**src/pss_pkg.sv**
```systemverilog
// Package for the PHY status and clause-45 window register bank.
// Assumes a 32-bit AXI4-Lite slave port on a single 25 MHz clock.
package pss_pkg;

   ////////////////////////////////////////////////////////////////////////////////
   // Bus geometry and answers
   localparam int         ADDR_W      = 8;
   localparam logic [1:0] RESP_OKAY   = 2'h0;
   localparam logic [1:0] RESP_SLVERR = 2'h2;

   ////////////////////////////////////////////////////////////////////////////////
   // Register indices; byte address is four times the index
   localparam logic [5:0] IDX_GLS  = 6'h0A;
   localparam logic [5:0] IDX_CTRL = 6'h0D;
   localparam logic [5:0] IDX_WIN  = 6'h0E;
   localparam logic [5:0] IDX_ABIL = 6'h0F;
   localparam logic [5:0] IDX_FE   = 6'h10;
   localparam logic [5:0] IDX_GE   = 6'h11;

   ////////////////////////////////////////////////////////////////////////////////
   // Values after reset and fixed contents
   localparam logic        RST_MASTER  = 1'h1;
   localparam logic [15:0] RST_CTRL    = 16'h0000;
   localparam logic [15:0] RST_ADDR    = 16'h0000;
   localparam logic [15:0] ABIL_VALUE  = 16'h3000;
   localparam logic [7:0]  IDLE_MAX    = 8'hFF;

   ////////////////////////////////////////////////////////////////////////////////
   // Clause-45 store: low device bits and low register bits form the index
   localparam int DEV_KEEP = 3;
   localparam int REG_KEEP = 5;
   localparam int MEM_AW   = DEV_KEEP + REG_KEEP;

   typedef enum logic [1:0] {
      FN_ADDR,
      FN_DATA,
      FN_DATA_INC_RW,
      FN_DATA_INC_W
   } pss_fn_t;

   function automatic logic [5:0] reg_idx(input logic [ADDR_W-1:0] a);
      return a[7:2];
   endfunction : reg_idx

   function automatic logic is_mapped(input logic [5:0] i);
      return (i == IDX_GLS) || (i == IDX_CTRL) || (i == IDX_WIN) ||
             (i == IDX_ABIL) || (i == IDX_FE) || (i == IDX_GE);
   endfunction : is_mapped

endpackage : pss_pkg

```
**src/pss_status_regs.sv**
```systemverilog
// PHY status registers and clause-45 address/data window behind AXI4-Lite.
// Assumes status inputs come from the line-side core, asynchronous to aclk.
//
// The AXI4-Lite register port was left to the implementer.
`timescale 1ns/1ns
module pss_status_regs (
   // Clock and reset
   input  wire logic                       aclk,
   input  wire logic                       aresetn,
   // AXI4-Lite write
   input  wire logic [pss_pkg::ADDR_W-1:0] s_axi_awaddr,
   input  wire logic                       s_axi_awvalid,
   output logic                            s_axi_awready,
   input  wire logic [31:0]                s_axi_wdata,
   input  wire logic [3:0]                 s_axi_wstrb,
   input  wire logic                       s_axi_wvalid,
   output logic                            s_axi_wready,
   output logic      [1:0]                 s_axi_bresp,
   output logic                            s_axi_bvalid,
   input  wire logic                       s_axi_bready,
   // AXI4-Lite read
   input  wire logic [pss_pkg::ADDR_W-1:0] s_axi_araddr,
   input  wire logic                       s_axi_arvalid,
   output logic                            s_axi_arready,
   output logic      [31:0]                s_axi_rdata,
   output logic      [1:0]                 s_axi_rresp,
   output logic                            s_axi_rvalid,
   input  wire logic                       s_axi_rready,
   // Gigabit resolution and receiver state
   input  wire logic                       ms_resolved,
   input  wire logic                       ms_master,
   input  wire logic                       ms_cfg_fault,
   input  wire logic                       loc_rx_ok,
   input  wire logic                       rem_rx_ok,
   input  wire logic                       link_partner_1g_fdx,
   input  wire logic                       link_partner_1g_hdx,
   input  wire logic                       idle_err,
   // Fast Ethernet receive path
   input  wire logic                       fe_lock,
   input  wire logic                       fe_link,
   input  wire logic                       fe_lock_err,
   input  wire logic                       fe_disconnect,
   input  wire logic                       fe_rx_err,
   input  wire logic                       fe_tx_err,
   input  wire logic                       fe_start_delimiter_err,
   input  wire logic                       fe_end_delimiter_err,
   // Gigabit receive path
   input  wire logic                       ge_lock,
   input  wire logic                       ge_link,
   input  wire logic                       ge_lock_err,
   input  wire logic                       ge_disconnect,
   input  wire logic                       ge_rx_err,
   input  wire logic                       ge_tx_err,
   input  wire logic                       ge_start_delimiter_err,
   input  wire logic                       ge_end_delimiter_err,
   input  wire logic                       ge_carrier_ext_err,
   input  wire logic                       legacy_link_partner,
   input  wire logic                       mdi_crossover_err
);

   ////////////////////////////////////////////////////////////////////////////////
   // Input synchronisers; events are taken on the rising edge of their level

   logic [10:0] lv_s1_r;
   logic [10:0] lv_s2_r;
   logic [15:0] ev_s1_r;
   logic [15:0] ev_s2_r;
   logic [15:0] ev_s3_r;

   wire [10:0] lv_raw = {ms_master, loc_rx_ok, rem_rx_ok, link_partner_1g_fdx,
                         link_partner_1g_hdx, fe_lock, fe_link, ge_lock, ge_link,
                         legacy_link_partner, mdi_crossover_err};
   wire [15:0] ev_raw = {ms_resolved, ms_cfg_fault, idle_err, fe_lock_err,
                         fe_disconnect, fe_rx_err, fe_tx_err, fe_start_delimiter_err,
                         fe_end_delimiter_err, ge_lock_err, ge_disconnect, ge_rx_err,
                         ge_tx_err, ge_start_delimiter_err, ge_end_delimiter_err,
                         ge_carrier_ext_err};

   always_ff @(posedge aclk)
   begin
      if (!aresetn)
      begin
         lv_s1_r <= 11'h000;
         lv_s2_r <= 11'h000;
         ev_s1_r <= 16'h0000;
         ev_s2_r <= 16'h0000;
         ev_s3_r <= 16'h0000;
      end
      else
      begin
         lv_s1_r <= lv_raw;
         lv_s2_r <= lv_s1_r;
         ev_s1_r <= ev_raw;
         ev_s2_r <= ev_s1_r;
         ev_s3_r <= ev_s2_r;
      end
   end

   wire [15:0] ev_p      = ev_s2_r & ~ev_s3_r;
   wire        resolve_p = ev_p[15];
   wire        fault_p   = ev_p[14];
   wire        idle_p    = ev_p[13];
   wire [5:0]  fe_set    = ev_p[12:7];
   wire [6:0]  ge_set    = ev_p[6:0];

   ////////////////////////////////////////////////////////////////////////////////
   // Bus handshake; one access at a time so the window address never races

   logic                 aw_ready_r;
   logic                 ar_ready_r;
   logic                 rd_stage_r;
   logic                 bvalid_r;
   logic                 rvalid_r;
   logic [1:0]           bresp_r;
   logic [1:0]           rresp_r;
   logic [31:0]          rdata_r;
   logic [5:0]           rd_idx_r;
   logic [15:0]          rd_word;

   wire       ar_start = s_axi_arvalid && !ar_ready_r && !rd_stage_r && !rvalid_r &&
                         !aw_ready_r;
   wire       wr_start = s_axi_awvalid && s_axi_wvalid && !aw_ready_r && !bvalid_r &&
                         !ar_ready_r && !rd_stage_r && !ar_start;
   wire       ar_hs    = ar_ready_r && s_axi_arvalid;
   wire       wcommit  = aw_ready_r && s_axi_awvalid && s_axi_wvalid;
   wire [5:0] widx     = pss_pkg::reg_idx(s_axi_awaddr);

   always_ff @(posedge aclk)
   begin
      if (!aresetn)
      begin
         aw_ready_r <= 1'b0;
         ar_ready_r <= 1'b0;
         rd_stage_r <= 1'b0;
         bvalid_r   <= 1'b0;
         rvalid_r   <= 1'b0;
         bresp_r    <= pss_pkg::RESP_OKAY;
         rresp_r    <= pss_pkg::RESP_OKAY;
         rdata_r    <= 32'h0000_0000;
         rd_idx_r   <= 6'h00;
      end
      else
      begin
         aw_ready_r <= wr_start;
         ar_ready_r <= ar_start;
         rd_stage_r <= ar_hs;
         if (wcommit)
         begin
            bvalid_r <= 1'b1;
            bresp_r  <= pss_pkg::is_mapped(widx) ? pss_pkg::RESP_OKAY : pss_pkg::RESP_SLVERR;
         end
         else if (s_axi_bready)
         begin
            bvalid_r <= 1'b0;
         end
         if (ar_hs)
         begin
            rd_idx_r <= pss_pkg::reg_idx(s_axi_araddr);
         end
         if (rd_stage_r)
         begin
            rvalid_r <= 1'b1;
            rdata_r  <= {16'h0000, rd_word};
            rresp_r  <= pss_pkg::is_mapped(rd_idx_r) ? pss_pkg::RESP_OKAY
                                                      : pss_pkg::RESP_SLVERR;
         end
         else if (s_axi_rready)
         begin
            rvalid_r <= 1'b0;
         end
      end
   end

   assign s_axi_awready = aw_ready_r;
   assign s_axi_wready  = aw_ready_r;
   assign s_axi_bvalid  = bvalid_r;
   assign s_axi_bresp   = bresp_r;
   assign s_axi_arready = ar_ready_r;
   assign s_axi_rvalid  = rvalid_r;
   assign s_axi_rresp   = rresp_r;
   assign s_axi_rdata   = rdata_r;

   ////////////////////////////////////////////////////////////////////////////////
   // Clause-45 access control and window

   function automatic logic [15:0] merge(input logic [15:0] old, input logic [31:0] d,
                                         input logic [3:0] be);
      return {be[1] ? d[15:8] : old[15:8], be[0] ? d[7:0] : old[7:0]};
   endfunction : merge

   logic [15:0]          ctrl_r;
   logic [15:0]          c45_addr_r;
   logic [15:0]          c45_addr_nxt;
   logic [15:0]          mem_q;

   wire pss_pkg::pss_fn_t func  = pss_pkg::pss_fn_t'(ctrl_r[15:14]);
   wire [4:0]            dev    = ctrl_r[4:0];
   wire                  win_wr = wcommit && (widx == pss_pkg::IDX_WIN);
   wire                  win_rd = rd_stage_r && (rd_idx_r == pss_pkg::IDX_WIN);
   wire                  is_adr = (func == pss_pkg::FN_ADDR);
   wire                  inc_wr = win_wr && ((func == pss_pkg::FN_DATA_INC_RW) ||
                                             (func == pss_pkg::FN_DATA_INC_W));
   wire                  inc_rd = win_rd && (func == pss_pkg::FN_DATA_INC_RW);
   wire                  mem_we = win_wr && !is_adr;
   wire [pss_pkg::MEM_AW-1:0] mem_addr = {dev[pss_pkg::DEV_KEEP-1:0],
                                          c45_addr_r[pss_pkg::REG_KEEP-1:0]};

   // Function 01 falls through with the address left alone
   assign c45_addr_nxt = (win_wr && is_adr) ? merge(c45_addr_r, s_axi_wdata, s_axi_wstrb)
                       : inc_wr ? c45_addr_r + 16'h0001
                       : inc_rd ? c45_addr_r + 16'h0001
                       : c45_addr_r;

   always_ff @(posedge aclk)
   begin
      if (!aresetn)
      begin
         ctrl_r     <= pss_pkg::RST_CTRL;
         c45_addr_r <= pss_pkg::RST_ADDR;
      end
      else
      begin
         if (wcommit && (widx == pss_pkg::IDX_CTRL))
         begin
            ctrl_r <= merge(ctrl_r, s_axi_wdata, s_axi_wstrb);
         end
         c45_addr_r <= c45_addr_nxt;
      end
   end

   // Partial strobes keep the untouched byte of the addressed word
   pss_c45_mem u_mem (
      .aclk  (aclk),
      .we    (mem_we),
      .addr  (mem_addr),
      .wdata (merge(mem_q, s_axi_wdata, s_axi_wstrb)),
      .rdata (mem_q)
   );

   ////////////////////////////////////////////////////////////////////////////////
   // Status flags; a new event in the read cycle survives the clear

   logic                 fault_r;
   logic                 master_r;
   logic [7:0]           idle_cnt_r;
   logic [5:0]           fe_flags_r;
   logic [6:0]           ge_flags_r;

   wire       clr_gls  = rd_stage_r && (rd_idx_r == pss_pkg::IDX_GLS);
   wire       clr_fe   = rd_stage_r && (rd_idx_r == pss_pkg::IDX_FE);
   wire       clr_ge   = rd_stage_r && (rd_idx_r == pss_pkg::IDX_GE);
   wire [7:0] idle_bas = clr_gls ? 8'h00 : idle_cnt_r;
   wire [7:0] idle_nxt = (idle_p && (idle_bas != pss_pkg::IDLE_MAX)) ? idle_bas + 8'h01
                                                                     : idle_bas;

   always_ff @(posedge aclk)
   begin
      if (!aresetn)
      begin
         fault_r    <= 1'b0;
         master_r   <= pss_pkg::RST_MASTER;
         idle_cnt_r <= 8'h00;
         fe_flags_r <= 6'h00;
         ge_flags_r <= 7'h00;
      end
      else
      begin
         fault_r    <= (fault_r && !clr_gls) || fault_p;
         idle_cnt_r <= idle_nxt;
         fe_flags_r <= (fe_flags_r & {6{!clr_fe}}) | fe_set;
         ge_flags_r <= (ge_flags_r & {7{!clr_ge}}) | ge_set;
         // Only the resolution moment is captured; later role swaps are ignored
         if (resolve_p)
         begin
            master_r <= lv_s2_r[10];
         end
      end
   end

   ////////////////////////////////////////////////////////////////////////////////
   // Read data selection

   wire [15:0] gls_word = {fault_r, master_r, lv_s2_r[9], lv_s2_r[8],
                           lv_s2_r[7], lv_s2_r[6], 2'b00, idle_cnt_r};
   wire [15:0] fe_word  = {lv_s2_r[5], fe_flags_r[5:4], lv_s2_r[4],
                           fe_flags_r[3:0], 8'h00};
   wire [15:0] ge_word  = {lv_s2_r[3], ge_flags_r[6:5], lv_s2_r[2],
                           ge_flags_r[4:0], lv_s2_r[1], lv_s2_r[0], 5'h00};
   wire [15:0] win_word = is_adr ? c45_addr_r : mem_q;

   assign rd_word = (rd_idx_r == pss_pkg::IDX_GLS)  ? gls_word
                  : (rd_idx_r == pss_pkg::IDX_CTRL) ? ctrl_r
                  : (rd_idx_r == pss_pkg::IDX_WIN)  ? win_word
                  : (rd_idx_r == pss_pkg::IDX_ABIL) ? pss_pkg::ABIL_VALUE
                  : (rd_idx_r == pss_pkg::IDX_FE)   ? fe_word
                  : (rd_idx_r == pss_pkg::IDX_GE)   ? ge_word
                  : 16'h0000;
endmodule : pss_status_regs

```
**src/pss_c45_mem.sv**
```systemverilog
// Small store behind the clause-45 window, one 16-bit word per entry.
// Assumes one write port and a registered read of the same address.
`timescale 1ns/1ns
module pss_c45_mem (
   // Clock
   input  wire logic                      aclk,
   // Access
   input  wire logic                      we,
   input  wire logic [pss_pkg::MEM_AW-1:0] addr,
   input  wire logic [15:0]               wdata,
   output logic      [15:0]               rdata
);

   logic [15:0] mem [0:(1<<pss_pkg::MEM_AW)-1];

   // No reset: contents are undefined until software writes them
   always_ff @(posedge aclk)
   begin
      if (we)
      begin
         mem[addr] <= wdata;
      end
      rdata <= mem[addr];
   end

endmodule : pss_c45_mem

```
**config.mk**
```make
export PLATFORM = sky130hd
export DESIGN_NAME = pss_status_regs
export DESIGN_NICKNAME = d
export VERILOG_FILES = /design/src/pss_pkg.sv /design/src/pss_status_regs.sv /design/src/pss_c45_mem.sv
export SDC_FILE = /design/constraint.sdc
export NUM_CORES = 2
export LEC_CHECK = 0
export ABC_CLOCK_PERIOD_IN_PS = 6600
export BUFFER_PORTS_ARGS = -buffer_cell sky130_fd_sc_hd__buf_2
export CORE_MARGIN = 8
export CORE_UTILIZATION = 30
export DETAILED_ROUTE_END_ITERATION = 10
export PLACE_DENSITY = 0.5
export SLEW_MARGIN = 20
export SYNTH_ARGS = -nofsm -noshare
export SYNTH_HDL_FRONTEND = slang
export SYNTH_SLANG_ARGS = --single-unit
```
**constraint.sdc**
```tcl
create_clock -name aclk -period 6.6 [get_ports aclk]
set_clock_uncertainty 0.15 [all_clocks]
set_input_delay 1.32 -clock aclk [delete_from_list [all_inputs] [get_ports aclk]]
set_output_delay 1.32 -clock aclk [all_outputs]
set_load 0.03 [all_outputs]
```
Word level (Yosys, flattened, before mapping) --
Memories as Yosys holds them, arrays and structs flattened. A register that Yosys moved wholly into a read port is not among the register bits. Cells that the tools add are included.
Storage, ports and cells: bits in registers 156, bits in writable memories 4096, logic and storage cells 128, memories kept 1, output and inout port bits 41
Memory list:
- u_mem.mem | depth 256, bits a word 16, rd ports 1, clocked after memory_dff 1, write ports 1, line pss_c45_mem.sv:14 | logic [15:0] mem [0:(1<<pss_pkg::MEM_AW)-1];
Cells by class: add/sub/neg operators 2, equality and inequality tests 17, bitwise logic cells 6, reduce and logical (&&, ||, !) cells 55, muxes and demuxes 24
Operator list (count):
- $mux 16 | 10
- $eq 6x4->1 const B | 8
- $mux 8 | 6
- $logic_and 1x1->1 | 25
- $eq 6x5->1 const B | 4
- $add 16x1->16 const B | 1
- $and 16x16->16 | 1
- $not 16->16 | 1
- $logic_or 1x1->1 | 12
- $logic_not 1->1 | 10
- $add 8x1->8 const B | 1
- $ne 8x8->1 const B | 1
- $reduce_and 2->1 | 4
- $and 7x7->7 | 1
- $or 7x7->7 | 1
- $and 6x6->6 | 1
- $mux 1 | 6
- $or 6x6->6 | 1
- $eq 2x2->1 const B | 2
- $mux 2 | 2
- $ne 2x2->1 const B | 2
- $reduce_bool 2->1 | 2
- $reduce_bool 3->1 | 1
- $logic_not 2->1 | 1

Longest topological paths before layout --
word-level depth 7, gate-level depth with buffers 13, mapped depth without buffers 6

Modules after synthesis --
Synthesis repeated with hierarchy kept, for this count alone.
Second synthesis, totals: cell total of the unflattened synthesis 7473, area, all modules 161871.5 µm²
By module, submodules not included:
- pss_c45_mem | instances 1, cells an instance 6727, area an instance 155399.0 µm², seq. area each 123318.3 µm²
- pss_status_regs | instances 1, cells an instance 746, area an instance 6472.5 µm², seq. area each 3083.0 µm²

Worst setup path after synthesis --
OpenSTA, ideal clock, no wires.
kind input to register, start point input port s_axi_awaddr[6] in the netlist's numbering, end point memory u_mem.mem[32][0], enable pin, buffers on the path 2, stages on the path 7, library setup time 0.389 ns, arrival 3.743 ns, data required time 6.061 ns, path slack 2.319 ns, path through nand4bb_1 -> or3_1 -> nor2_1 -> clkbuf_1 -> clkbuf_1 -> nand2_1 -> nor2_1
On the way: word-level cells in the longest chain between the ends 5
RTL lines:
- start, declared | line pss_status_regs.sv:11 | input wire logic [pss_pkg::ADDR_W-1:0] s_axi_awaddr,
- $eq 6x4->1 | line pss_status_regs.sv:198 | wire win_wr = wcommit && (widx == pss_pkg::IDX_WIN);
- $logic_and 1x1->1 | line pss_status_regs.sv:198
- $logic_and 1x1->1 | line pss_status_regs.sv:204 | wire mem_we = win_wr && !is_adr;
- $mux 1 | line pss_c45_mem.sv:19 | if (we)
- $mux 1 (not written as such) | line pss_c45_mem.sv:21 | mem[addr] <= wdata;
- end, declared | line pss_c45_mem.sv:14
Every way passes these cells.

==> impl_results.rst <==
.. list-table::
   :header-rows: 1

   * - Metric
     - Value
   * - Wire length per cell
     - 32.1 microns
   * - Cells along the critical path
     - buf_12 -> buf_4 -> mux4_2 -> a22o_1 -> a221oi_1 -> o22ai_1 -> nor4_1 -> o211ai_1
   * - Maximum fanout along the worst path
     - 22
   * - Simple-gate share of the synthesized area
     - 0.0250
   * - Detailed-route via count
     - 81331
   * - Hold_ws
     - 240 ps
   * - Count of endpoints failing setup in the final report
     - 0
   * - Number of synthesized flops with an enable pin
     - 4096
   * - Number of iterations in the first detailed-routing pass
     - 8
   * - Library cell with the highest instance count after synthesis
     - edfxtp_1
   * - Top area cells in the synthesized netlist
     - edfxtp_1 (75%), mux4_2 (15%), dfxtp_1 (2.1%), nor2_1 (0.78%), mux2i_1 (0.73%)
   * - Count of pins on the block boundary
     - 127
   * - Mux share of post-synthesis cell area
     - 0.165
   * - FP Rows
     - 271
   * - Actual transition at the worst max-transition pin
     - 1290 ps
   * - Pin count of the biggest net entering global routing
     - 161
   * - TNS Setup
     - 0 ps
   * - Initial Util
     - 0.301
   * - Port Buf Inserts
     - 86
   * - Clock edge transition at the registers on the reported setup and hold paths
     - 60 ps
   * - CTS Hold Bufs
     - 0
   * - Startpoint of the most critical hold path
     - ev_s1_r[2]
   * - Total design power
     - 54.6 mW
   * - WP data required
     - 7310 ps
   * - CTS tree
     - built
   * - Placeable Area
     - 544000 sq um
   * - Overall die height
     - 754 microns
   * - Area fraction in compound gates after synthesis
     - 0.0211
   * - Final design area excluding fillers
     - 190000 sq um
   * - Time the worst path needs with I/O delays and setup
     - 4860 ps
   * - Clock sinks
     - 4266
   * - Area growth from synthesis to layout
     - 16.3%
   * - Peak per-stage delay on the critical path
     - 850 ps
   * - Worst Setup End Kind
     - register
   * - Sequential cell area in the final layout
     - 126000 sq um
   * - Clock root buffer
     - clkbuf_16
   * - Flip-flop and latch count after synthesis
     - 4266
   * - Aggregate global routing overflow
     - 0
   * - Starting DRT DRC Count
     - 10592
   * - Cell type contributing the most total cell area after synthesis
     - edfxtp_1
   * - Antenna Violating Nets Remaining
     - 0
   * - Type of the most critical hold path
     - register to register
   * - Max_slew headroom
     - 0.139
   * - Number of vias per cell
     - 5.21
   * - Global router's overall resource usage
     - 0.170
   * - Number of instances in the synthesized netlist
     - 7403
   * - Most numerous cell types in the synthesized netlist
     - edfxtp_1 (4096), mux4_2 (1121), nor2_1 (340)
   * - Final-stage net count
     - 8101
   * - Dominant combinational cell family by area after synthesis
     - multiplexers
   * - Share of post-route cells with drive strength above 1
     - 0.319
   * - Bufs on Longest Clock Path
     - 4
   * - Cell with the largest stage delay on the worst path
     - a221oi_1
   * - Vias in the first global route
     - 81674
   * - Sum of net half-perimeters after detailed placement
     - 310000 microns
   * - Total of warnings raised by yosys
     - 0
   * - Synthesized-area fraction occupied by xor and xnor cells
     - 0.000321
   * - Wire length of the first global-routing pass
     - 687000 microns
   * - Clock latency on the worst-skew pair
     - 1040 ps
   * - Startpoint type of the worst setup path
     - register
   * - Adder-cell share of the synthesized area
     - 0.000306
   * - Total area of multi-input combinational cells
     - 35900 sq um
   * - Mean post-synth cell area
     - 22.1 sq um
   * - Cell area after placement
     - 176000 sq um
   * - Pwr Density
     - 287 nW/um^2
   * - Die X
     - 754 microns
   * - Max Cap Viol
     - 0
   * - Number of distinct standard cells referenced by the synthesized netlist
     - 75
   * - Lkg Pwr
     - 57.6 nW
   * - Fraction of the cycle the final worst path needs
     - 0.736
   * - Number of antenna violations at the first check in global routing
     - 33
   * - Data arrival at the endpoint of the critical path
     - 5570 ps
   * - Unrepaired setup endpoints after global routing
     - no
   * - Origin of the critical flop-to-flop path
     - c45_addr_r[0]
   * - Fmax
     - 0.206 GHz
   * - Inserted Clock Buffers
     - 443
   * - WS Path Type
     - register to register
   * - Detailed-route wire length
     - 501000 microns
   * - Share of the yosys chip area belonging to registers
     - 0.773
   * - Final hold vios
     - 0
   * - # H-tree levels
     - 5
   * - Summed instance area of the synthesized netlist
     - 163000 sq um
   * - # resized after CTS
     - 0
   * - Routability congestion estimate
     - 0.860
   * - Synth Flop Type
     - edfxtp_1
   * - Number of buffers inserted by post-CTS setup repair
     - 0
   * - Source of the critical timing path
     - c45_addr_r[0]
   * - Outcome
     - finished clean
   * - Number of remaining DRC errors
     - 0
   * - Max rail drop VDD
     - 226 uV
   * - Area share of the largest cell type after synthesis
     - 0.752
   * - Die area
     - 569000 sq um
   * - Fill cells
     - 50164
   * - Fraction of registers with async set or reset after synthesis
     - 0
   * - Number of pins with negative max-slew slack in the final report
     - 0
-- area by class of cell --
| type | instances | share of cell area |
|---|---|---|
| antenna | 13 | 0.000171 |
| clock buffer | 540 | 0.0610 |
| clock inverter | 262 | 0.0122 |
| inverter | 24 | 0.000526 |
| multi-input combinational | 2697 | 0.189 |
| sequential | 4266 | 0.665 |
| tap | 7234 | 0.0476 |
| timing repair buffer | 579 | 0.0249 |
-- metrics by stage --
stage / utilization / setup slack [ps] / cells
after floorplan: - / 2320 / 7420
after global placement: 0.324 / 1040 / 14796
after detailed placement: 0.324 / 1330 / 14797
after CTS: 0.349 / 1740 / 15599
after global routing: 0.350 / 1660 / 15603
final: 0.350 / 1740 / 15615
-- metal layers --
layer  vias to the layer above  global-route usage  part of all wire
met3                       729              0.0345             0.082
met4                         8              0.0612             0.042
met2                      3651               0.271              0.47
met1                     44509               0.231              0.41
met5                         -                   0           0.00054
li1                      32434                   -                 -
-- critical path, delay by kind of cell, from the launching register on --
family / cells / cell delay, ps
compound gates: 4 / 1840
buf+inv: 2 / 760
flops: 1 / 840
mux: 1 / 560
simple gates: 1 / 480
-- cell families (layout without fill, tap and decap cells) --
logic type	after synthesis	count (layout)
flip-flops	4266	4266
multiplexers	1288	1288
AND/OR/NAND/NOR	892	892
AO/OA/AOI/OAI	489	489
buffers and inverters	457	1405
XOR/XNOR	6	6
adder cells (fa/ha/maj)	4	4
other	1	31
-- placed cells by master (no fill, tap or decap), types with 29 or more instances in the layout --
cell	count
clkinv_2	85
buf_4	443
dfxtp_1	162
mux2_2	31
a21oi_1	88
buf_2	86
clkbuf_16	449
a22oi_1	112
clkinv_1	111
mux4_2	1121
nand2_1	251
clkbuf_1	88
and2_1	59
o22ai_1	52
mux2i_1	119
nor2_2	237
edfxtp_1	4096
buf_12	47
nand3_1	48
o21ai_0	45
nor2_1	92
bufinv_16	29
-- registers in the layout, summed over array words and instances (netlist names), 6 cells and up --
name,count
ev_s3_r,16
s_axi_rdata,16
u_mem.rdata,16
lv_s1_r,11
lv_s2_r,11
ctrl_r,16
rd_idx_r,6
ev_s1_r,16
c45_addr_r,16
ev_s2_r,16
u_mem.mem,4096
fe_flags_r,6
ge_flags_r,7
idle_cnt_r,8
-- report_power, final --
part / total (mW) / switching, mW / internal [mW]
logic: 0.650 / 0.569 / 0.0809
clock network: 24.2 / 10.6 / 13.6
registers: 29.7 / 0.0140 / 29.7
total: 54.6 / 11.2 / 43.4
-- path summary, 6_finish.rpt --
path                                       end  slack, ps  cells after the start
worst max-delay path            u_mem.rdata[7]       1740                      8
worst min-delay path                ev_s2_r[2]        240                      1
worst max register to register  u_mem.rdata[7]       1740                      8
worst min register to register      ev_s2_r[2]        240                      1
(Power assumes the default switching activity.)
